`config.mk`:
```
export PLATFORM = sky130hd
export DESIGN_NAME = ulvs_top
export DESIGN_NICKNAME = d
export VERILOG_FILES = /design/src/rtl/ulvs_pkg.sv /design/src/rtl/ulvs_top.sv
export SDC_FILE = /design/constraint.sdc
export NUM_CORES = 1
export LEC_CHECK = 0
export ABC_AREA = 1
export ABC_CLOCK_PERIOD_IN_PS = 2600
export BUFFER_PORTS_ARGS = -buffer_cell sky130_fd_sc_hd__buf_2
export CORE_ASPECT_RATIO = 1.25
export CORE_UTILIZATION = 45
export DETAILED_ROUTE_END_ITERATION = 10
export SLEW_MARGIN = 20
export SYNTH_ARGS = -nofsm -noshare
export SYNTH_HDL_FRONTEND = slang
export SYNTH_SLANG_ARGS = --single-unit
export TNS_END_PERCENT = 10
```
`constraint.sdc`:
```
create_clock -name clock -period 2.6 [get_ports clock]
set_clock_uncertainty 0.1 [all_clocks]
set_input_delay 0.52 -clock clock [delete_from_list [all_inputs] [get_ports clock]]
set_output_delay 0.52 -clock clock [all_outputs]
set_load 0.05 [all_outputs]
```
`src/rtl/ulvs_pkg.sv`:
```
// Package with the constants and types of the ULPI transmit and supply-valid block.
//
// Functional notes
// - Mode 11b stops adding SYNC; the stop byte decides the EOP.
// - Raw mode still does NRZI and stuffing.
// - Stuffing is never switched per byte.
// - In raw mode, stop with FEh sends unstuffed EOP.
// - In raw mode, stop with 00h ends without EOP.
// - SOF identifier A5h gives long EOP.
// - One session-valid flag for both roles.
// - Comparator events gated by control registers.
// - Use-external 0 selects internal comparator.
// - External 1, bypass 1, invert 0: pin.
// - Bypass 0, invert 1: active-high fault qualifies.
// - Bypass 0, invert 0: active-low fault qualifies.
// - Mode decodes normal, quiet, unstuffed, raw.
package ulvs_pkg;
  // Register addresses on the register port.
  localparam logic [5:0] ADDR_FUNC = 6'h04;
  localparam logic [5:0] ADDR_INTF = 6'h07;
  localparam logic [5:0] ADDR_OTG = 6'h0A;
  localparam logic [5:0] ADDR_RISE = 6'h0D;
  localparam logic [5:0] ADDR_FALL = 6'h10;
  localparam logic [5:0] ADDR_STAT = 6'h13;
  localparam logic [5:0] ADDR_LATCH = 6'h14;
  // Reset values.
  localparam logic [7:0] RST_FUNC = 8'h41;
  localparam logic [7:0] RST_CTRL = 8'h00;
  localparam logic [7:0] RST_IRQEN = 8'h1F;
  // Field positions.
  localparam int MODE_LSB = 3;
  localparam int INV_BIT = 5;
  localparam int BYP_BIT = 6;
  localparam int USEEXT_BIT = 7;
  localparam int VBUS_BIT = 1;
  localparam int SESS_BIT = 2;
  // Transmit encoding modes.
  localparam logic [1:0] MODE_NORMAL = 2'h0;
  localparam logic [1:0] MODE_QUIET = 2'h1;
  localparam logic [1:0] MODE_NOSTUFF = 2'h2;
  localparam logic [1:0] MODE_RAW = 2'h3;
  // Stream bytes.
  localparam logic [7:0] CMD_NOPID = 8'h40;
  localparam logic [7:0] SYNC_BYTE = 8'h80;
  localparam logic [7:0] EOP_BYTE = 8'hFE;
  localparam logic [7:0] NOEOP_BYTE = 8'h00;
  localparam logic [7:0] SOF_PID = 8'hA5;
  // Bit counts.
  localparam logic [5:0] EOP_SHORT = 6'h08;
  localparam logic [5:0] EOP_LONG = 6'h28;
  localparam logic [2:0] STUFF_RUN = 3'h6;
  // Control fields that steer the block.
  typedef struct packed {
    logic useExt;
    logic bypass;
    logic invert;
    logic [1:0] mode;
  } ulvs_ctl_t;
  // Transmit states.
  typedef enum logic [1:0] {ST_IDLE, ST_DATA, ST_EOP} ulvs_st_t;
endpackage

```
`src/rtl/ulvs_top.sv`:
```
// ULPI high-speed transmit serializer with supply-valid source selection.
`timescale 1ns/1ps
`default_nettype none
module ulvs_top (
  input wire logic clock,
  input wire logic rst,
  input wire logic [5:0] regAddr,
  input wire logic [7:0] regWrData,
  input wire logic regWr,
  input wire logic regRd,
  output logic [7:0] regRdData,
  input wire logic [7:0] linkData,
  input wire logic linkStp,
  output logic linkNxt,
  output logic lineLevel,
  output logic lineStb,
  output logic lineOe,
  input wire logic externalValidPin,
  input wire logic intSupplyComp,
  input wire logic sessionComp,
  output logic rxcmdStb,
  output logic [7:0] rxcmdData
);
  // Software registers.
  logic [7:0] func_ff;
  logic [7:0] intf_ff;
  logic [7:0] otg_ff;
  logic [7:0] rise_ff;
  logic [7:0] fall_ff;
  logic [7:0] latch_ff;
  logic [7:0] rdData_ff;
  // Live control fields gathered from the registers.
  ulvs_pkg::ulvs_ctl_t ctl;
  assign ctl.useExt = otg_ff[ulvs_pkg::USEEXT_BIT];
  assign ctl.bypass = intf_ff[ulvs_pkg::BYP_BIT];
  assign ctl.invert = intf_ff[ulvs_pkg::INV_BIT];
  assign ctl.mode = func_ff[ulvs_pkg::MODE_LSB+:2];
  // Transmit state.
  ulvs_pkg::ulvs_st_t state_ff;
  ulvs_pkg::ulvs_st_t nxt_state;
  logic [7:0] shift_ff;
  logic [2:0] bitCnt_ff;
  logic [2:0] ones_ff;
  logic loadSlot_ff;
  logic [1:0] byteIdx_ff;
  logic sof_ff;
  logic [1:0] txMode_ff;
  logic stuffOn_ff;
  logic eopLong_ff;
  logic [5:0] eopCnt_ff;
  logic lvl_ff;
  logic stb_ff;
  logic oe_ff;
  // Decode of the transmit stream.
  wire isIdle = state_ff == ulvs_pkg::ST_IDLE;
  wire inData = state_ff == ulvs_pkg::ST_DATA;
  wire inEop = state_ff == ulvs_pkg::ST_EOP;
  wire isRaw = txMode_ff == ulvs_pkg::MODE_RAW;
  // A stuffed zero is due after six ones while stuffing is on.
  wire stuffNow = inData && stuffOn_ff && ones_ff == ulvs_pkg::STUFF_RUN;
  wire takeCmd = isIdle && linkData == ulvs_pkg::CMD_NOPID;
  wire takeByte = inData && loadSlot_ff && !stuffNow;
  wire emitData = inData && (!loadSlot_ff || stuffNow);
  wire bitStb = emitData || inEop;
  wire endPkt = takeByte && linkStp;
  // The closing byte decides how a raw packet ends.
  wire rawNoEop = isRaw && linkData == ulvs_pkg::NOEOP_BYTE;
  wire rawFe = isRaw && linkData == ulvs_pkg::EOP_BYTE;
  // Chirp, resume and quiet packets end with no EOP of the block's own.
  wire needEop = (txMode_ff == ulvs_pkg::MODE_NORMAL) || (isRaw && !rawNoEop);
  // The identifier follows the link's own SYNC byte in raw mode.
  wire [1:0] pidIdx = isRaw ? 2'h1 : 2'h0;
  wire isSofPid = takeByte && !linkStp && byteIdx_ff == pidIdx &&
                  linkData == ulvs_pkg::SOF_PID;
  wire [5:0] eopLen = eopLong_ff ? ulvs_pkg::EOP_LONG : ulvs_pkg::EOP_SHORT;
  wire eopLast = inEop && eopCnt_ff == eopLen - 6'h01;
  // The EOP is one zero then ones, never stuffed.
  wire eopBit = eopCnt_ff != 6'h00;
  wire txBit = inEop ? eopBit : (stuffNow ? 1'b0 : shift_ff[0]);
  // NRZI holds the level for a one and toggles for a zero.
  wire nrziOn = txMode_ff != ulvs_pkg::MODE_NOSTUFF;
  wire nxt_lvl = nrziOn ? (txBit ? lvl_ff : ~lvl_ff) : txBit;
  // Quiet mode consumes bytes but never drives the line.
  wire nxt_oe = !isIdle && txMode_ff != ulvs_pkg::MODE_QUIET;

  // The link sees a byte taken in the cycle that it is offered.
  assign linkNxt = takeCmd || takeByte;
  // Next state of the transmit sequencer.
  always_comb begin
    nxt_state = state_ff;
    case (state_ff)
      ulvs_pkg::ST_IDLE: begin
        // A NOPID command opens a packet.
        if (takeCmd) begin
          nxt_state = ulvs_pkg::ST_DATA;
        end
      end
      ulvs_pkg::ST_DATA: begin
        // Stop either closes with an EOP or ends at once.
        if (endPkt) begin
          nxt_state = needEop ? ulvs_pkg::ST_EOP : ulvs_pkg::ST_IDLE;
        end
      end
      ulvs_pkg::ST_EOP: begin
        // Return to idle after the last EOP bit.
        if (eopLast) begin
          nxt_state = ulvs_pkg::ST_IDLE;
        end
      end
      default: begin
        nxt_state = ulvs_pkg::ST_IDLE;
      end
    endcase
  end

  // Sequencer state register.
  always_ff @(posedge clock) begin
    if (rst) begin
      state_ff <= ulvs_pkg::ST_IDLE;
    end else begin
      state_ff <= nxt_state;
    end
  end

  // Packet settings are frozen when the command is taken.
  always_ff @(posedge clock) begin
    if (rst) begin
      txMode_ff <= ulvs_pkg::MODE_NORMAL;
      stuffOn_ff <= 1'b0;
    end else if (takeCmd) begin
      txMode_ff <= ctl.mode;
      // Stuffing stays fixed for the whole packet.
      stuffOn_ff <= ctl.mode != ulvs_pkg::MODE_NOSTUFF;
    end
  end

  // Shifter, bit counter and byte slot.
  always_ff @(posedge clock) begin
    if (rst) begin
      shift_ff <= 8'h00;
      bitCnt_ff <= 3'h0;
      loadSlot_ff <= 1'b0;
    end else if (takeCmd) begin
      // Normal mode starts with its own SYNC; raw waits for the link's.
      shift_ff <= ulvs_pkg::SYNC_BYTE;
      bitCnt_ff <= 3'h0;
      loadSlot_ff <= ctl.mode == ulvs_pkg::MODE_RAW;
    end else if (takeByte) begin
      shift_ff <= linkData;
      bitCnt_ff <= 3'h0;
      loadSlot_ff <= linkStp;
    end else if (emitData && !stuffNow) begin
      shift_ff <= {1'b0, shift_ff[7:1]};
      bitCnt_ff <= bitCnt_ff + 3'h1;
      loadSlot_ff <= bitCnt_ff == 3'h7;
    end
  end

  // Run of ones for the stuffing decision.
  always_ff @(posedge clock) begin
    if (rst || takeCmd) begin
      ones_ff <= 3'h0;
    end else if (emitData) begin
      ones_ff <= (txBit && !stuffNow) ? ones_ff + 3'h1 : 3'h0;
    end
  end

  // Byte index and start-of-frame detection.
  always_ff @(posedge clock) begin
    if (rst || takeCmd) begin
      byteIdx_ff <= 2'h0;
      sof_ff <= 1'b0;
    end else if (takeByte) begin
      byteIdx_ff <= (byteIdx_ff == 2'h3) ? byteIdx_ff : byteIdx_ff + 2'h1;
      sof_ff <= sof_ff || isSofPid;
    end
  end

  // EOP length and bit counter.
  always_ff @(posedge clock) begin
    if (rst) begin
      eopLong_ff <= 1'b0;
      eopCnt_ff <= 6'h00;
    end else if (endPkt) begin
      // A start-of-frame packet ends with the long EOP.
      eopLong_ff <= sof_ff;
      eopCnt_ff <= 6'h00;
    end else if (inEop) begin
      eopCnt_ff <= eopCnt_ff + 6'h01;
    end
  end

  // Line outputs from flip-flops.
  always_ff @(posedge clock) begin
    if (rst) begin
      lvl_ff <= 1'b1;
      stb_ff <= 1'b0;
      oe_ff <= 1'b0;
    end else begin
      if (bitStb) begin
        lvl_ff <= nxt_lvl;
      end
      stb_ff <= bitStb && nxt_oe;
      oe_ff <= nxt_oe;
    end
  end
  assign lineLevel = lvl_ff;
  assign lineStb = stb_ff;
  assign lineOe = oe_ff;

  // Supply-valid selection.
  logic [1:0] extS_ff;
  logic [1:0] intS_ff;
  logic [1:0] sesS_ff;
  // Asynchronous comparator and pin levels pass two flip-flops.
  always_ff @(posedge clock) begin
    if (rst) begin
      extS_ff <= 2'h0;
      intS_ff <= 2'h0;
      sesS_ff <= 2'h0;
    end else begin
      extS_ff <= {extS_ff[0], externalValidPin};
      intS_ff <= {intS_ff[0], intSupplyComp};
      sesS_ff <= {sesS_ff[0], sessionComp};
    end
  end
  wire extPin = extS_ff[1];
  wire intValid = intS_ff[1];
  // One session flag serves A and B roles alike.
  wire sessionValidFlag = sesS_ff[1];
  wire passSel = ctl.invert ? ~extPin : extPin;
  // The fault input blocks the internal comparator while active.
  wire faultSel = intValid & (ctl.invert ? ~extPin : extPin);
  wire extSel = ctl.bypass ? passSel : faultSel;
  wire aDeviceSupplyValid = ctl.useExt ? extSel : intValid;
  wire [7:0] statusNow = {5'h00, sessionValidFlag, aDeviceSupplyValid, 1'b0};

  // Event detection against the previous status.
  logic [7:0] statPrev_ff;
  logic rxStb_ff;
  logic [7:0] rxData_ff;
  wire [7:0] riseEv = statusNow & ~statPrev_ff & rise_ff;
  wire [7:0] fallEv = ~statusNow & statPrev_ff & fall_ff;
  wire [7:0] events = riseEv | fallEv;
  wire latchRd = regRd && regAddr == ulvs_pkg::ADDR_LATCH;
  // Status history and receive-command update.
  always_ff @(posedge clock) begin
    if (rst) begin
      statPrev_ff <= 8'h00;
      rxStb_ff <= 1'b0;
      rxData_ff <= 8'h00;
    end else begin
      statPrev_ff <= statusNow;
      rxStb_ff <= events != 8'h00;
      if (events != 8'h00) begin
        rxData_ff <= statusNow;
      end
    end
  end
  assign rxcmdStb = rxStb_ff;
  assign rxcmdData = rxData_ff;

  // Register writes; the latch clears on read and a new event wins.
  wire wrFunc = regWr && regAddr == ulvs_pkg::ADDR_FUNC;
  wire wrIntf = regWr && regAddr == ulvs_pkg::ADDR_INTF;
  wire wrOtg = regWr && regAddr == ulvs_pkg::ADDR_OTG;
  wire wrRise = regWr && regAddr == ulvs_pkg::ADDR_RISE;
  wire wrFall = regWr && regAddr == ulvs_pkg::ADDR_FALL;
  always_ff @(posedge clock) begin
    if (rst) begin
      func_ff <= ulvs_pkg::RST_FUNC;
      intf_ff <= ulvs_pkg::RST_CTRL;
      otg_ff <= ulvs_pkg::RST_CTRL;
      rise_ff <= ulvs_pkg::RST_IRQEN;
      fall_ff <= ulvs_pkg::RST_IRQEN;
      latch_ff <= 8'h00;
    end else begin
      if (wrFunc) begin
        func_ff <= regWrData;
      end
      if (wrIntf) begin
        intf_ff <= regWrData;
      end
      if (wrOtg) begin
        otg_ff <= regWrData;
      end
      if (wrRise) begin
        rise_ff <= regWrData;
      end
      if (wrFall) begin
        fall_ff <= regWrData;
      end
      latch_ff <= (latchRd ? 8'h00 : latch_ff) | events;
    end
  end

  // Read mux; unmapped addresses read zero.
  wire [7:0] rdMux =
    (regAddr == ulvs_pkg::ADDR_FUNC) ? func_ff :
    (regAddr == ulvs_pkg::ADDR_INTF) ? intf_ff :
    (regAddr == ulvs_pkg::ADDR_OTG) ? otg_ff :
    (regAddr == ulvs_pkg::ADDR_RISE) ? rise_ff :
    (regAddr == ulvs_pkg::ADDR_FALL) ? fall_ff :
    (regAddr == ulvs_pkg::ADDR_STAT) ? statusNow :
    (regAddr == ulvs_pkg::ADDR_LATCH) ? latch_ff : 8'h00;
  // Read data stand for the one cycle after the strobe.
  always_ff @(posedge clock) begin
    if (rst) begin
      rdData_ff <= 8'h00;
    end else begin
      rdData_ff <= regRd ? rdMux : 8'h00;
    end
  end
  assign regRdData = rdData_ff;
endmodule
`default_nettype wire

```
==> metrics.csv <==
stage;metric;value;unit
clock_tree;Root Driver;clkbuf_16;
power;Sw Pwr;679.3;µW
die;Die Footprint;9942;µm²
synth;mux cell area share after synthesis;0;
synth;dominant cell type by area after synthesis;dfxtp_1;
synth;EDFF count, synth;0;
finish;nets@finish;668;
global_routing;pin count of the biggest net entering global routing;42;
global_routing;grt total ovfl;0;
power;Clock power frac;0.431;
setup_path;CP Class;reg -> out;
clock_tree;CTS tree;built;
clock_tree;CTS Buf Count;9;
die;die span in x;89.39;µm
routing;vias per cell;4.984;
setup_path;Critical Path End Type;primary output;
synth;FFs w/ async S/R, synth;0;
flow_run;max_cap viols;0;
clock_tree;post-CTS setup buffer count;0;
setup_path;crit path max fanout;10;
global_routing;GRT Overall Usage;0.2102;
synth;cell with the most instances after synthesis;nand2_1;
synth;Simple-Gate Fraction of Synth Area;0.2706;
routing;antenna violation net count after detailed routing;0;
routing;first drt pass iteration count;4;
synth;Most used DFF post-synth;dfxtp_1;
setup_path;startpoint types;flop;
sta;f_max;411.2;MHz
sta;unrepaired setup endpoints after global routing;no;
synth;Synth Area in Compound Gates;0.1465;
synth;Synth area leaders;dfxtp_1, nand2_1, inv_1;
place;I/O Buffers;44;
synth;number of distinct library cells after synthesis;43;
synth;most instantiated cells after synthesis;nand2_1, dfxtp_1, inv_1;
sta;minimum clock period;2432;ps
global_routing;vias in the first global route;3641;
routing;Routed WL;9727;µm
power;Sw Ratio;0.2336;
die;Rows;39;
setup_path;highest-delay cell along the critical path;dfxtp_1;
die;Die H;111.2;µm
power;share of power burned in registers;0.504;
sta;final worst path period share;0.9355;
setup_path;data arrival time of the critical path;1810;ps
clock_tree;worst-case clock buffer depth;2;
hold_path;Worst Hold Class;in -> reg;
clock_tree;cts repair resizes;0;
clock_tree;CTS Sinks;94;
synth;Avg Synthesized Cell Area;7.355;µm²
die;Initial Util;0.4657;
finish;Syn-to-layout area delta;14.30;%
routing;DR DRC count;0;
place;HPWL after detailed placement;7243;µm
setup_path;Critical Path, Cell by Cell;inv_1, ha_1, nand3_1, nand2_4, nor2_8, inv_6, nand2_1, buf_2;
finish;ANT cells;0;
synth;Synth top area share;0.4381;
synth;largest family of logic cells by synthesized area;simple AND/OR/NAND/NOR gates;
synth;register area share after synthesis;0.4381;
synth;post-synthesis register bit count;94;
sta;Slew Limit Headroom;0.5541;
status;outcome;complete, no violations;
clock_tree;Worst-Skew Late Latency;340;ps
clock_tree;CTS clk-pin slew, worst paths;60;ps
sta;Slew @ Worst Pin;666.4;ps
routing;detailed-route via count;3778;
die;I/O pins;51;
die;Core Box Area;9223;µm²
routing;routed len/inst;12.83;µm
synth;Syn Inst Count;584;
place;GP Congestion;0.8097;
power;pwr dens;592.2;nW/µm²
sta;Fin. Hold Viols;0;
global_routing;initial antenna violation count;0;
synth;Post-Synth XOR/XNOR Area;0.01223;
sta;final setup vio count;0;
clock_tree;hold buffers post-CTS;0;
routing;drt first-iter violations;180;
power;combinational power share;0.065;
sta;Setup TNS;0;ps
setup_path;crit-path max cell delay;350;ps
power;Pint;2.228;mW
sta;Final Max Slew Viols;0;
setup_path;WP data required;1980;ps
global_routing;first-pass GRT wire length;16080;µm
power;P_leak;2.232;nW
finish;Filler cells;921;
finish;share of cells above drive strength 1;0.1512;
power;Pwr Total;2.908;mW
clock_tree;H-tree Lvls;3;
power;maximum VDD drop;0.0003005;V
synth;Synth warnings;0;
synth;Cell Area, Synth;4295;µm²
synth;adder-cell share of the synthesized area;0.02039;
[metal layers]
metal	wire length, µm	vias to the layer above	GRT usage
li1	-	1950	-
met1	4315	1741	0.2463
met2	4934	69	0.3679
met3	239	18	0.02532
met4	237	0	0.1026
met5	0	-	0
[worst max-delay path, delay by kind of cell (launching register included)]
kind / cells / cell delay [ps]
simple gates: 4 / 520
flops: 1 / 350
fa+ha+maj: 1 / 200
buf+inv: 3 / 410
[kinds of logic after synthesis]
family / count (synthesis)
xor+xnor: 6
simple gates: 244
fa+ha+maj: 7
compound gates: 118
flops: 94
other cells: 1
buf+inv: 114
[cell type report]
type / instances / area [µm²] / area share
multi-input cells: 381 / 1954 / 0.3981
flip-flops and latches: 94 / 1882 / 0.3833
inverters: 99 / 386.6 / 0.07875
clock buffers: 12 / 266.5 / 0.05428
repair buffers: 46 / 247.7 / 0.05046
well taps: 123 / 153.9 / 0.03135
clock inverters: 3 / 18.77 / 0.003823
[sequential cells by signal, indices dropped and copies added, names as in the netlist, 2 cells and up]
register / flops
regRdData: 8
intf_ff: 8
txMode_ff: 2
func_ff: 8
byteIdx_ff: 2
fall_ff: 8
rxcmdData: 2
otg_ff: 8
rise_ff: 8
eopCnt_ff: 6
shift_ff: 8
bitCnt_ff: 3
extS_ff: 2
statPrev_ff: 2
latch_ff: 2
intS_ff: 2
sesS_ff: 2
state_ff: 2
ones_ff: 3
[power by group through the flow]
stage	registers, mW	logic, mW	clock network (mW)
floorplan	1.51	0.110	0
global placement	1.50	0.188	0
detailed placement	1.50	0.190	0
CTS	1.46	0.191	1.28
global route	1.47	0.210	1.33
finish	1.46	0.190	1.25
[stage by stage]
stage,cells,setup WS [ps],util,cell area [µm²],hold WS [ps]
floorplan,589,612.0,-,4314,288.3
global placement,743,472.0,0.5014,4624,292.7
detailed placement,743,442.6,0.5014,4624,297.1
CTS,758,152.9,0.5324,4910,274.8
global route,758,83.81,0.5324,4910,287.3
finish,758,167.8,0.5324,4910,281.3
[cell usage in the layout, fill, tap and decap left out, drive strengths merged, types with 5 or more instances in the layout]
cell,synthesis,layout
nor3,5,5
dfxtp,94,94
nand4,8,8
inv,97,97
clkinv,2,5
nand3,32,32
conb,1,6
buf,10,46
a21oi,41,41
nand2,112,112
o211ai,5,5
ha,7,7
xor2,5,5
o21ai,62,62
clkbuf,5,12
nor2,78,78
[worst paths after layout]
kind               startpoint            to  slack, ps  depth (start not counted)
max reg2reg        ones_ff[0]  eopCnt_ff[2]        870                          8
max                ones_ff[0]       linkNxt        170                          8
min          externalValidPin    extS_ff[0]        280                          3
min reg2reg        extS_ff[0]    extS_ff[1]        300                          2
No activity file was read; power rests on OpenSTA's default activity.
